## config.mk

```make
export PLATFORM = sky130hd
export DESIGN_NAME = hbpu_top
export DESIGN_NICKNAME = d
export VERILOG_FILES = /design/src/design/hbpu_pkg.sv /design/src/design/hbpu_top.sv
export SDC_FILE = /design/constraint.sdc
export NUM_CORES = 1
export LEC_CHECK = 0
export BUFFER_PORTS_ARGS = -buffer_cell sky130_fd_sc_hd__buf_2
export CORE_MARGIN = 4
export CORE_UTILIZATION = 40
export DETAILED_ROUTE_END_ITERATION = 8
export PLACE_DENSITY = 0.7
export SLEW_MARGIN = 20
export SYNTH_ARGS = -nofsm -noshare
export SYNTH_HDL_FRONTEND = slang
export SYNTH_SLANG_ARGS = --single-unit
```

## constraint.sdc

```tcl
create_clock -name aclk -period 2.45 [get_ports aclk]
set_clock_uncertainty 0.2 [all_clocks]
set_input_delay 0.1225 -clock aclk [delete_from_list [all_inputs] [get_ports aclk]]
set_output_delay 0.1225 -clock aclk [all_outputs]
set_load 0.1 [all_outputs]
```

## src/design/hbpu_pkg.sv

```systemverilog
// hbpu_pkg: register map, field positions and mode codes of the breakpoint unit
package hbpu_pkg;
   // register indices; byte address on the bus is four times the index
   localparam logic [7:0] HBPU_IDX_CTRL0 = 8'h20;
   localparam logic [7:0] HBPU_IDX_CTRL1 = 8'h21;
   localparam logic [7:0] HBPU_IDX_ADDR_HI = 8'h22;
   localparam logic [7:0] HBPU_IDX_ADDR_LO = 8'h23;
   localparam logic [7:0] HBPU_IDX_DATA_HI = 8'h24;
   localparam logic [7:0] HBPU_IDX_DATA_LO = 8'h25;
   localparam logic [7:0] HBPU_IDX_STATUS = 8'h26;
   localparam int HBPU_IDX_SHIFT = 2;
   localparam int HBPU_AW = 10;
   // reset values
   localparam logic [7:0] HBPU_RST_BYTE = 8'h00;
   // control 0 fields
   localparam int HBPU_C0_MODE_HI = 7;
   localparam int HBPU_C0_MODE_LO = 6;
   localparam int HBPU_C0_PROG_ONLY = 5;
   localparam int HBPU_C0_SECOND_RANGE = 3;
   localparam int HBPU_C0_FIRST_RANGE = 2;
   localparam logic [7:0] HBPU_C0_WMASK = 8'hEC;
   // control 1 fields
   localparam int HBPU_C1_DATA_EN = 7;
   localparam int HBPU_C1_MASK_HI = 6;
   localparam int HBPU_C1_MASK_LO = 5;
   localparam int HBPU_C1_RW1_EN = 4;
   localparam int HBPU_C1_RW1_VAL = 3;
   localparam int HBPU_C1_RW0_EN = 2;
   localparam int HBPU_C1_RW0_VAL = 1;
   localparam int HBPU_C1_SIZE = 0;
   // status fields
   localparam int HBPU_ST_HIT0 = 0;
   localparam int HBPU_ST_HIT1 = 1;
   localparam int HBPU_ST_DBG_ACTIVE = 2;
   localparam int HBPU_ST_DBG_ENABLE = 3;
   // bus answers
   localparam logic [1:0] HBPU_RESP_OKAY = 2'h0;
   localparam logic [1:0] HBPU_RESP_SLVERR = 2'h2;
   // two-bit mode select
   typedef enum logic [1:0] {
      HBPU_MODE_OFF = 2'h0,
      HBPU_MODE_SWI_DUAL = 2'h1,
      HBPU_MODE_DBG_FULL = 2'h2,
      HBPU_MODE_DBG_DUAL = 2'h3
   } hbpu_mode_t;
endpackage : hbpu_pkg

```

## src/design/hbpu_top.sv

```systemverilog
// hbpu_top: hardware breakpoint comparator with AXI4-Lite register access
//
// Decided for this implementation: the AXI4-Lite interface to the registers.
`timescale 1ns/1ns
// Functional notes
// - mode field: 00 off, 01 dual swi, 10 full debug, 11 dual debug
// - no match is reported while background debug state is active
// - only dual swi mode raises software interrupts; always fetch-tagged, no data breaks
// - dual swi mode ignores read/write compare bits of both breakpoints
// - in dual modes data compare enable enables the second address breakpoint
// - size select has no effect in dual modes
// - debug entry only while debug enable input is high
// - dual debug breakpoints qualified by program-only, range and own rw bits
// - program-only clear breaks at boundary; set tags executed opcodes only
// - program-only bit has no effect in dual swi mode
// - dual modes: second range bit adds low data byte to address compare
// - first range bit adds low address byte to compare in all modes
// - data compare enable clear keeps data compare bytes out of compares
// - full mode: mask high excludes data bits 15:8
// - full mode: mask low excludes data bits 7:0
// - second rw enable acts only on dual second breakpoint, not program breaks
// - a match forces debug entry or software interrupt per mode
// - control 0 read and write at any time
// - control 1 read and write in every mode
// - first rw enable set: value 0 matches writes, 1 matches reads
// - second rw enable set: value 0 matches writes, 1 matches reads
// - address compare high versus address msb, low versus lsb when enabled
module hbpu_top
   import hbpu_pkg::*;
(
   // clock and reset
   input wire logic aclk,
   input wire logic aresetn,
   // axi4-lite write address
   input wire logic [HBPU_AW-1:0] awaddr,
   input wire logic [2:0] awprot,
   input wire logic awvalid,
   output logic awready,
   // axi4-lite write data
   input wire logic [31:0] wdata,
   input wire logic [3:0] wstrb,
   input wire logic wvalid,
   output logic wready,
   // axi4-lite write response
   output logic [1:0] bresp,
   output logic bvalid,
   input wire logic bready,
   // axi4-lite read address
   input wire logic [HBPU_AW-1:0] araddr,
   input wire logic [2:0] arprot,
   input wire logic arvalid,
   output logic arready,
   // axi4-lite read data
   output logic [31:0] rdata,
   output logic [1:0] rresp,
   output logic rvalid,
   input wire logic rready,
   // cpu bus, same clock
   input wire logic [15:0] cpu_addr,
   input wire logic [15:0] cpu_data,
   input wire logic cpu_rw,
   input wire logic cpu_cycle,
   input wire logic cpu_fetch,
   // debug module status, same clock
   input wire logic background_debug_state,
   input wire logic debug_enable,
   // requests to cpu, one-cycle pulses
   output logic debug_break_now,
   output logic debug_break_tag,
   output logic software_interrupt_tag
);

   logic [7:0] ctrl0;
   logic [7:0] ctrl1;
   logic [7:0] addr_compare_high;
   logic [7:0] addr_compare_low;
   logic [7:0] data_compare_high;
   logic [7:0] data_compare_low;
   logic [HBPU_AW-1:0] wr_addr;
   logic [31:0] wr_data;
   logic [3:0] wr_strb;
   logic aw_held;
   logic w_held;
   logic wr_fire;
   logic [7:0] wr_idx;
   logic [7:0] rd_idx;
   logic [31:0] next_rdata;
   logic rd_hit;
   logic hit_first;
   logic hit_second;
   logic [1:0] last_hits;

   // field views of the control registers
   hbpu_mode_t mode;
   logic program_only_break;
   logic first_range_full;
   logic second_range_full;
   logic data_compare_enable;
   logic mask_high_byte;
   logic mask_low_byte;
   logic first_rw_compare_enable;
   logic first_rw_value;
   logic second_rw_compare_enable;
   logic second_rw_value;
   logic size_select;

   assign mode = hbpu_mode_t'({ctrl0[HBPU_C0_MODE_HI], ctrl0[HBPU_C0_MODE_LO]});
   assign program_only_break = ctrl0[HBPU_C0_PROG_ONLY];
   assign first_range_full = ctrl0[HBPU_C0_FIRST_RANGE];
   assign second_range_full = ctrl0[HBPU_C0_SECOND_RANGE];
   assign data_compare_enable = ctrl1[HBPU_C1_DATA_EN];
   assign mask_high_byte = ctrl1[HBPU_C1_MASK_HI];
   assign mask_low_byte = ctrl1[HBPU_C1_MASK_LO];
   assign second_rw_compare_enable = ctrl1[HBPU_C1_RW1_EN];
   assign second_rw_value = ctrl1[HBPU_C1_RW1_VAL];
   assign first_rw_compare_enable = ctrl1[HBPU_C1_RW0_EN];
   assign first_rw_value = ctrl1[HBPU_C1_RW0_VAL];
   assign size_select = ctrl1[HBPU_C1_SIZE];

   // write channel: address and data taken in either order, answer after both
   always_ff @(posedge aclk) begin
      if (!aresetn) begin
         awready <= 1'b0;
         wready <= 1'b0;
         aw_held <= 1'b0;
         w_held <= 1'b0;
         bvalid <= 1'b0;
         bresp <= HBPU_RESP_OKAY;
         wr_addr <= '0;
         wr_data <= '0;
         wr_strb <= '0;
      end else begin
         if (awvalid && awready) begin
            aw_held <= 1'b1;
            awready <= 1'b0;
            wr_addr <= awaddr;
         end else if (!aw_held && !bvalid) begin
            awready <= 1'b1;
         end
         if (wvalid && wready) begin
            w_held <= 1'b1;
            wready <= 1'b0;
            wr_data <= wdata;
            wr_strb <= wstrb;
         end else if (!w_held && !bvalid) begin
            wready <= 1'b1;
         end
         if (wr_fire) begin
            bvalid <= 1'b1;
            bresp <= (wr_addr[1:0] == 2'h0 && (wr_idx == HBPU_IDX_CTRL0
               || wr_idx == HBPU_IDX_CTRL1 || wr_idx == HBPU_IDX_ADDR_HI
               || wr_idx == HBPU_IDX_ADDR_LO || wr_idx == HBPU_IDX_DATA_HI
               || wr_idx == HBPU_IDX_DATA_LO || wr_idx == HBPU_IDX_STATUS))
               ? HBPU_RESP_OKAY : HBPU_RESP_SLVERR;
            aw_held <= 1'b0;
            w_held <= 1'b0;
         end else if (bvalid && bready) begin
            bvalid <= 1'b0;
         end
      end
   end

   assign wr_fire = aw_held && w_held && !bvalid;
   assign wr_idx = 8'(wr_addr[HBPU_AW-1:HBPU_IDX_SHIFT]);

   // register writes; only lane 0 carries the byte-wide registers
   always_ff @(posedge aclk) begin
      if (!aresetn) begin
         ctrl0 <= HBPU_RST_BYTE;
         ctrl1 <= HBPU_RST_BYTE;
         addr_compare_high <= HBPU_RST_BYTE;
         addr_compare_low <= HBPU_RST_BYTE;
         data_compare_high <= HBPU_RST_BYTE;
         data_compare_low <= HBPU_RST_BYTE;
      end else if (wr_fire && wr_strb[0] && wr_addr[1:0] == 2'h0) begin
         case (wr_idx)
            HBPU_IDX_CTRL0: ctrl0 <= wr_data[7:0] & HBPU_C0_WMASK;
            HBPU_IDX_CTRL1: ctrl1 <= wr_data[7:0];
            HBPU_IDX_ADDR_HI: addr_compare_high <= wr_data[7:0];
            HBPU_IDX_ADDR_LO: addr_compare_low <= wr_data[7:0];
            HBPU_IDX_DATA_HI: data_compare_high <= wr_data[7:0];
            HBPU_IDX_DATA_LO: data_compare_low <= wr_data[7:0];
            default: ;
         endcase
      end
   end

   // read mux; status is read-only and shows live debug inputs and last hits
   assign rd_idx = 8'(araddr[HBPU_AW-1:HBPU_IDX_SHIFT]);
   always_comb begin
      next_rdata = '0;
      rd_hit = (araddr[1:0] == 2'h0);
      case (rd_idx)
         HBPU_IDX_CTRL0: next_rdata[7:0] = ctrl0;
         HBPU_IDX_CTRL1: next_rdata[7:0] = ctrl1;
         HBPU_IDX_ADDR_HI: next_rdata[7:0] = addr_compare_high;
         HBPU_IDX_ADDR_LO: next_rdata[7:0] = addr_compare_low;
         HBPU_IDX_DATA_HI: next_rdata[7:0] = data_compare_high;
         HBPU_IDX_DATA_LO: next_rdata[7:0] = data_compare_low;
         HBPU_IDX_STATUS: begin
            next_rdata[HBPU_ST_HIT0] = last_hits[0];
            next_rdata[HBPU_ST_HIT1] = last_hits[1];
            next_rdata[HBPU_ST_DBG_ACTIVE] = background_debug_state;
            next_rdata[HBPU_ST_DBG_ENABLE] = debug_enable;
         end
         default: rd_hit = 1'b0;
      endcase
   end

   // read channel: answer one cycle after the address is taken
   always_ff @(posedge aclk) begin
      if (!aresetn) begin
         arready <= 1'b0;
         rvalid <= 1'b0;
         rdata <= '0;
         rresp <= HBPU_RESP_OKAY;
      end else if (arvalid && arready) begin
         arready <= 1'b0;
         rvalid <= 1'b1;
         rdata <= rd_hit ? next_rdata : '0;
         rresp <= rd_hit ? HBPU_RESP_OKAY : HBPU_RESP_SLVERR;
      end else if (rvalid && rready) begin
         rvalid <= 1'b0;
         arready <= 1'b1;
      end else if (!rvalid) begin
         arready <= 1'b1;
      end
   end

   // comparators; suppressed entirely while the debug rom runs
   always_comb begin
      logic addr_first;
      logic addr_second;
      logic data_ok;
      logic hi_ok;
      logic lo_ok;
      logic rw_first;
      logic rw_second;
      logic qual;
      // locals other than addr_first start cleared, addr_first is set at once, so no path can leave one undriven
      addr_second = 1'b0;
      data_ok = 1'b0;
      hi_ok = 1'b0;
      lo_ok = 1'b0;
      rw_first = 1'b0;
      rw_second = 1'b0;
      qual = 1'b0;
      addr_first = (cpu_addr[15:8] == addr_compare_high)
         && (!first_range_full || cpu_addr[7:0] == addr_compare_low);
      addr_second = data_compare_enable && (cpu_addr[15:8] == data_compare_high)
         && (!second_range_full || cpu_addr[7:0] == data_compare_low);
      hi_ok = mask_high_byte || cpu_data[15:8] == data_compare_high;
      lo_ok = mask_low_byte || cpu_data[7:0] == data_compare_low;
      // size select picks one lane by address parity, full mode only
      if (size_select) begin
         hi_ok = cpu_addr[0] || hi_ok;
         lo_ok = !cpu_addr[0] || lo_ok;
      end
      data_ok = !data_compare_enable || (hi_ok && lo_ok);
      rw_first = !first_rw_compare_enable || (cpu_rw == first_rw_value);
      rw_second = !second_rw_compare_enable || (cpu_rw == second_rw_value);
      qual = cpu_cycle && !background_debug_state;
      hit_first = 1'b0;
      hit_second = 1'b0;
      case (mode)
         HBPU_MODE_SWI_DUAL: begin
            // fetch only, rw and size ignored, program-only bit meaningless
            hit_first = qual && cpu_fetch && addr_first;
            hit_second = qual && cpu_fetch && addr_second;
         end
         HBPU_MODE_DBG_FULL: begin
            // tagged breaks skip the data and rw compares
            if (program_only_break) begin
               hit_first = qual && cpu_fetch && addr_first;
            end else begin
               hit_first = qual && addr_first && data_ok && rw_first;
            end
         end
         HBPU_MODE_DBG_DUAL: begin
            if (program_only_break) begin
               hit_first = qual && cpu_fetch && addr_first;
               hit_second = qual && cpu_fetch && addr_second;
            end else begin
               hit_first = qual && addr_first && rw_first;
               hit_second = qual && addr_second && rw_second;
            end
         end
         default: ;
      endcase
   end

   // one-cycle requests; debug entry gated by the debug enable input
   always_ff @(posedge aclk) begin
      if (!aresetn) begin
         debug_break_now <= 1'b0;
         debug_break_tag <= 1'b0;
         software_interrupt_tag <= 1'b0;
      end else begin
         software_interrupt_tag <= (mode == HBPU_MODE_SWI_DUAL)
            && (hit_first || hit_second);
         debug_break_tag <= mode[1] && program_only_break && debug_enable
            && (hit_first || hit_second);
         debug_break_now <= mode[1] && !program_only_break && debug_enable
            && (hit_first || hit_second);
      end
   end

   // last hit bits for the status register, refreshed each bus cycle
   always_ff @(posedge aclk) begin
      if (!aresetn) begin
         last_hits <= 2'h0;
      end else if (cpu_cycle) begin
         last_hits <= {hit_second, hit_first};
      end
   end
endmodule : hbpu_top

```

# Word level (Yosys, flattened, before mapping)
# Cells that the tools add are included.
[totals]
ff_bits = 112
out_inout_bits = 44
elab_cells = 144
input_bits = 106
[classes]
eq_ne = 26
reduce_logical = 75
bitwise = 1
n_mux = 19
[op_table]
columns = ["cell", "count"]
rows = [
  ["$eq 8x6->1 const B", 14],
  ["$eq 8x8->1", 6],
  ["$logic_and 1x1->1", 33],
  ["$pmux 4 s7", 1],
  ["$pmux 4 s6", 1],
  ["$logic_or 1x1->1", 16],
  ["$mux 1", 12],
  ["$reduce_and 2->1", 6],
  ["$logic_not 1->1", 11],
  ["$mux 8", 1],
  ["$reduce_or 2->1", 4],
  ["$reduce_or 7->1", 1],
  ["$eq 2x2->1 const B", 2],
  ["$logic_not 2->1", 2],
  ["$mux 2", 2],
  ["$reduce_bool 2->1", 2],
  ["$pmux 1 s3", 1],
  ["$eq 1x1->1", 2],
  ["$eq 2x1->1 const B", 1],
  ["$ne 2x1->1 const B", 1],
  ["$pmux 1 s2", 1],
  ["$not 1->1", 1],
]

# Depth between registers and ports, before layout
[logic_depth]
ltp_word = 12
ltp_mapped = 7
mapped_depth_nobuf = 6

# Worst setup path after synthesis
# Ideal clock, no wire load.
[synth_timing]
path_type = "register to register"
start = "reg bvalid"
end = "reg addr_compare_high[0]"
arrival_time_ns = 2.031
period_less_slack_ns = 2.347
setup_ns = 0.116
setup_slack_ns = 0.103
stages_incl_launch_ff = 8
required_time_ns = 2.134
n_path_buf = 1
cell_sequence = "dfxtp_1 -> and3b_1 -> nand4_2 -> nor2_1 -> nand3b_1 -> buf_2 -> mux2i_1 -> nor2b_1"
[synth_via]
elab_chain_cells = 5
[synth_rtl]
columns = ["item", "line", "rtl"]
rows = [
  ["from (decl)", "hbpu_top.sv:46", "output logic bvalid,"],
  ["from (signal assigned)", "hbpu_top.sv:127", "bvalid <= 1'b0;"],
  ["from (signal assigned)", "hbpu_top.sv:149", "bvalid <= 1'b1;"],
  ["from (signal assigned)", "hbpu_top.sv:158", "bvalid <= 1'b0;"],
  ["$logic_not 1->1", "hbpu_top.sv:163", "assign wr_fire = aw_held && w_held && !bvalid;"],
  ["$logic_and 1x1->1", "hbpu_top.sv:163", ""],
  ["$logic_and 1x1->1 (2 in a row)", "hbpu_top.sv:175", "end else if (wr_fire && wr_strb[0] && wr_addr[1:0] == 2'h0) begin"],
  ["$reduce_and 2->1 (no source line)", "-", ""],
  ["to (signal assigned)", "hbpu_top.sv:179", "HBPU_IDX_ADDR_HI: addr_compare_high <= wr_data[7:0];"],
  ["to (decl)", "hbpu_top.sv:75", "logic [7:0] addr_compare_high;"],
]
# Every way passes these cells.
# A chain may end at the register's enable or synchronous reset.

# Worst setup path in the final report
[layout_timing]
start = "reg bvalid"
end = "reg data_compare_high[5]"
[layout_via]
elab_chain_cells = 5
[layout_rtl]
columns = ["item", "line", "rtl"]
rows = [
  ["$logic_not 1->1", "hbpu_top.sv:163", ""],
  ["$logic_and 1x1->1", "hbpu_top.sv:163", ""],
  ["$logic_and 1x1->1 (2 in a row)", "hbpu_top.sv:175", ""],
  ["$reduce_and 2->1 (no source line)", "-", ""],
  ["to (signal assigned)", "hbpu_top.sv:181", "HBPU_IDX_DATA_HI: data_compare_high <= wr_data[7:0];"],
  ["to (decl)", "hbpu_top.sv:77", "logic [7:0] data_compare_high;"],
]
# Every way passes these cells.

==> flow_metrics.env <==
export IMPL_power_frac_comb_pct=15.4
export IMPL_layout_common_cells="buf_2 (90), dfxtp_1 (86), mux2i_1 (52), nor2b_1 (52), nand2_1 (50)"
export IMPL_critPathTopFamily="simple AND/OR/NAND/NOR gates"
export IMPL_avgViaCountPerCell=5.063
export IMPL_yosysSeqAreaShare_pct=37.67
export IMPL_io_pins=150
export IMPL_antenna_found_initial=0
export IMPL_syn_inst=475
export IMPL_cp_slowest_stage_delay_ns=0.43
export IMPL_mostFrequentLayoutCell="buf_2"
export IMPL_place_hpwl_um=8797
export IMPL_regToRegEndpoint="data_compare_high[5]"
export IMPL_place_area_um2=5029
export IMPL_cts_made_buffers=9
export IMPL_p_total_w=0.003381
export IMPL_globalplace_congestion=0.9071
export IMPL_nNetsFinal=695
export IMPL_setup_viol=0
export IMPL_r2r_cells=6
export IMPL_clk_pin_slew_worst_paths_ns=0.07
export IMPL_outcome="complete, no violations"
export IMPL_synth_largest_area_cell="dfxtp_1"
export IMPL_synth_main_ff_cell="dfxtp_1"
export IMPL_worstHoldEndpoint="rdata[4]"
export IMPL_grt_pass1_wl_um=18780
export IMPL_fillers=1035
export IMPL_netlist_top_cells_area="dfxtp_1 (38%), mux2i_1 (11%), nor2b_1 (7.1%)"
export IMPL_path_class="register to register"
export IMPL_holdPathStages=3
export IMPL_wl_um=12040
export IMPL_worstPathMaxFanout=8
export IMPL_finalNonFillerCells=734
export IMPL_ys_async_sr_fraction_pct=0
export IMPL_cap_violations=0
export IMPL_die_x_um=114.9
export IMPL_placedCellCount=688
export IMPL_r2r_start="bvalid"
export IMPL_synth_edff_count=0
export IMPL_worst_setup_path_start_kind="register"
export IMPL_drt_iter0_drc=237
export IMPL_cts_num_sinks=86
export IMPL_fin_setup_tns_ns=0
export IMPL_finish_utilization_pct=51.09
export IMPL_power_density_nw_per_um2=600.0
export IMPL_rsz0062_at_grt="no"
export IMPL_avgSynthCellArea_um2=9.622
export IMPL_antenna_left=0
export IMPL_synthesis_area_um2=4571
export IMPL_initial_core_util_pct=41.44
export IMPL_critPathCaptureType="register"
export IMPL_cts_setup_buffers=0
export IMPL_tightestPinTransition_ns=0.5871
export IMPL_p_sw_share_pct=28.83
export IMPL_grt_pass1_vias=3635
export IMPL_min_from="araddr[3]"
export IMPL_grt_usage_pct=18.35
export IMPL_period_minus_slack_ns=2.204
export IMPL_hold_path_class="primary input to register"
export IMPL_vias=3716
export IMPL_period_share_pct=89.94
export IMPL_portBuffers=90
export IMPL_die_h_um=114.9
export IMPL_ys_warn_count=0
export IMPL_row_count=38
export IMPL_max_freq_ghz=0.4538
export IMPL_clock_latency_ns=0.34
export IMPL_root_buffer="clkbuf_16"
export IMPL_wl_per_cell_um=16.40
export IMPL_drive_gt1_share_pct=21.72
export IMPL_clockBufferDepth=2
export IMPL_diodes=0
export IMPL_synth_top_cell_area_share_pct=37.67
export IMPL_yosysUniqueCellTypes=51
export IMPL_cp_required_ns=2.48
export IMPL_core_um2=11030
export IMPL_path_buf_inv=0
export IMPL_final_area_um2=5635
export IMPL_first_pass_iters=4
export IMPL_r2r_slack_ns=0.25
export IMPL_switchingPower_w=0.0009747
export IMPL_p_leak_nw=2.310
export IMPL_clock_power_share_pct=41.4
export IMPL_die_area_um2=13200
export IMPL_cts_tree="built"
export IMPL_arrival_ns=2.23
export IMPL_slew_violations=0
export IMPL_p_int_w=0.002407
export IMPL_drcViolationCount=0
export IMPL_maxSlewHeadroom_pct=60.86
export IMPL_hold_violations=0
export IMPL_grt_ovfl_total=0
export IMPL_seqPwrFrac_pct=43.2
export IMPL_vdd_ir_drop_max_mv=0.3758
export IMPL_area_delta_synth_final_pct=23.30
export IMPL_ys_seq_elements=86
export IMPL_cp_slowest_cell="and2b_1"
export IMPL_cp_cell_sequence="and3b_1 -> nand4_2 -> nor3b_2 -> and2b_1 -> mux2i_1 -> nor2b_1"
export IMPL_htree_levels=3
export IMPL_grt_max_degree=73
power groups by stage:
stage,clock network (W),logic (W),registers [W]
after floorplan,0,0.000349,0.00154
after global placement,0,0.000474,0.00149
after detailed placement,0,0.000480,0.00149
after CTS,0.00143,0.000519,0.00146
after global routing,0.00150,0.000550,0.00146
final,0.00140,0.000520,0.00146
layer usage:
metal	GRT usage [%]	part of all wire, %
met4	4.069	1.2
met3	4.526	9.3
met2	30.29	47
met5	0	0
met1	24.37	43
flip-flops by register name (all words and copies together) (netlist names), 2 cells and up:
| signal | flops |
|---|---|
| ctrl0 | 5 |
| ctrl1 | 8 |
| data_compare_high | 8 |
| last_hits | 2 |
| addr_compare_low | 8 |
| rdata | 8 |
| data_compare_low | 8 |
| wr_data | 8 |
| addr_compare_high | 8 |
| wr_addr | 10 |
per-stage QoR:
stage | hold slack [ns] | setup WS [ns]
final | 0.02069 | 0.2464
after global routing | 0.03387 | 0.08837
after CTS | 0.01410 | 0.2264
after detailed placement | 0.1833 | 0.2468
after global placement | 0.1757 | 0.3256
after floorplan | 0.06742 | 0.1034
cells by family after synthesis:
logic type	count (synthesis)	synth area share (%)
compound gates	66	10.76
xor+xnor	50	9.581
buf+inv	49	6.707
flops	86	37.67
mux	60	14.59
other cells	1	0.08205
simple gates	163	20.61
worst max path at each step:
stage	start	endpoint	slack [ns]	depth (start not counted)
6_report	bvalid	data_compare_high[5]	0.25	6
5_1_grt	bvalid	data_compare_high[5]	0.09	6
4_1_cts	bvalid	data_compare_high[5]	0.23	6
3_5_place_dp	bvalid	data_compare_high[5]	0.25	6
3_3_place_gp	wr_addr[1]	data_compare_high[1]	0.33	6
2_1_floorplan	bvalid	addr_compare_high[0]	0.10	7
worst reg2reg max path: stages (launching register included):
cell and delay (ns):
dfxtp_1 0.35, and3b_1 0.32, nand4_2 0.20, nor3b_2 0.27, and2b_1 0.43, mux2i_1 0.26, nor2b_1 0.07
cells in the mapped netlist, drive strengths merged, types with 3 or more instances:
cell    number
o21ai       11
xnor2       36
nand3        7
mux4         5
buf         34
nand3b       4
a21oi        7
nor4         5
nand4       10
a22o         8
dfxtp       86
nor2         7
o21a         4
nor2b       52
nor3b        4
mux2i       52
nand2       51
and2         4
mux2         3
clkbuf      13
nand2b       6
a21boi      23
nor3         5
xor2        14
cell type report:
class                           count  area (um^2)  share of cell area, %
Clock inverter                      6        67.56                  1.199
Multi-Input combinational cell    365         2636                  46.78
Sequential cell                    86         1722                  30.55
Tap cell                          140        175.2                  3.108
Inverter                            2        7.507                 0.1332
Timing Repair Buffer              125        788.3                  13.99
Clock buffer                       10        239.0                  4.241
repair_timing:
item / 4_1_cts / 5_1_grt
hold buffers: 30 / 0
endpoints found under the hold margin: 30 / 0
gates resized for setup: 0 / 0
Power figures use the tool's default switching activity.
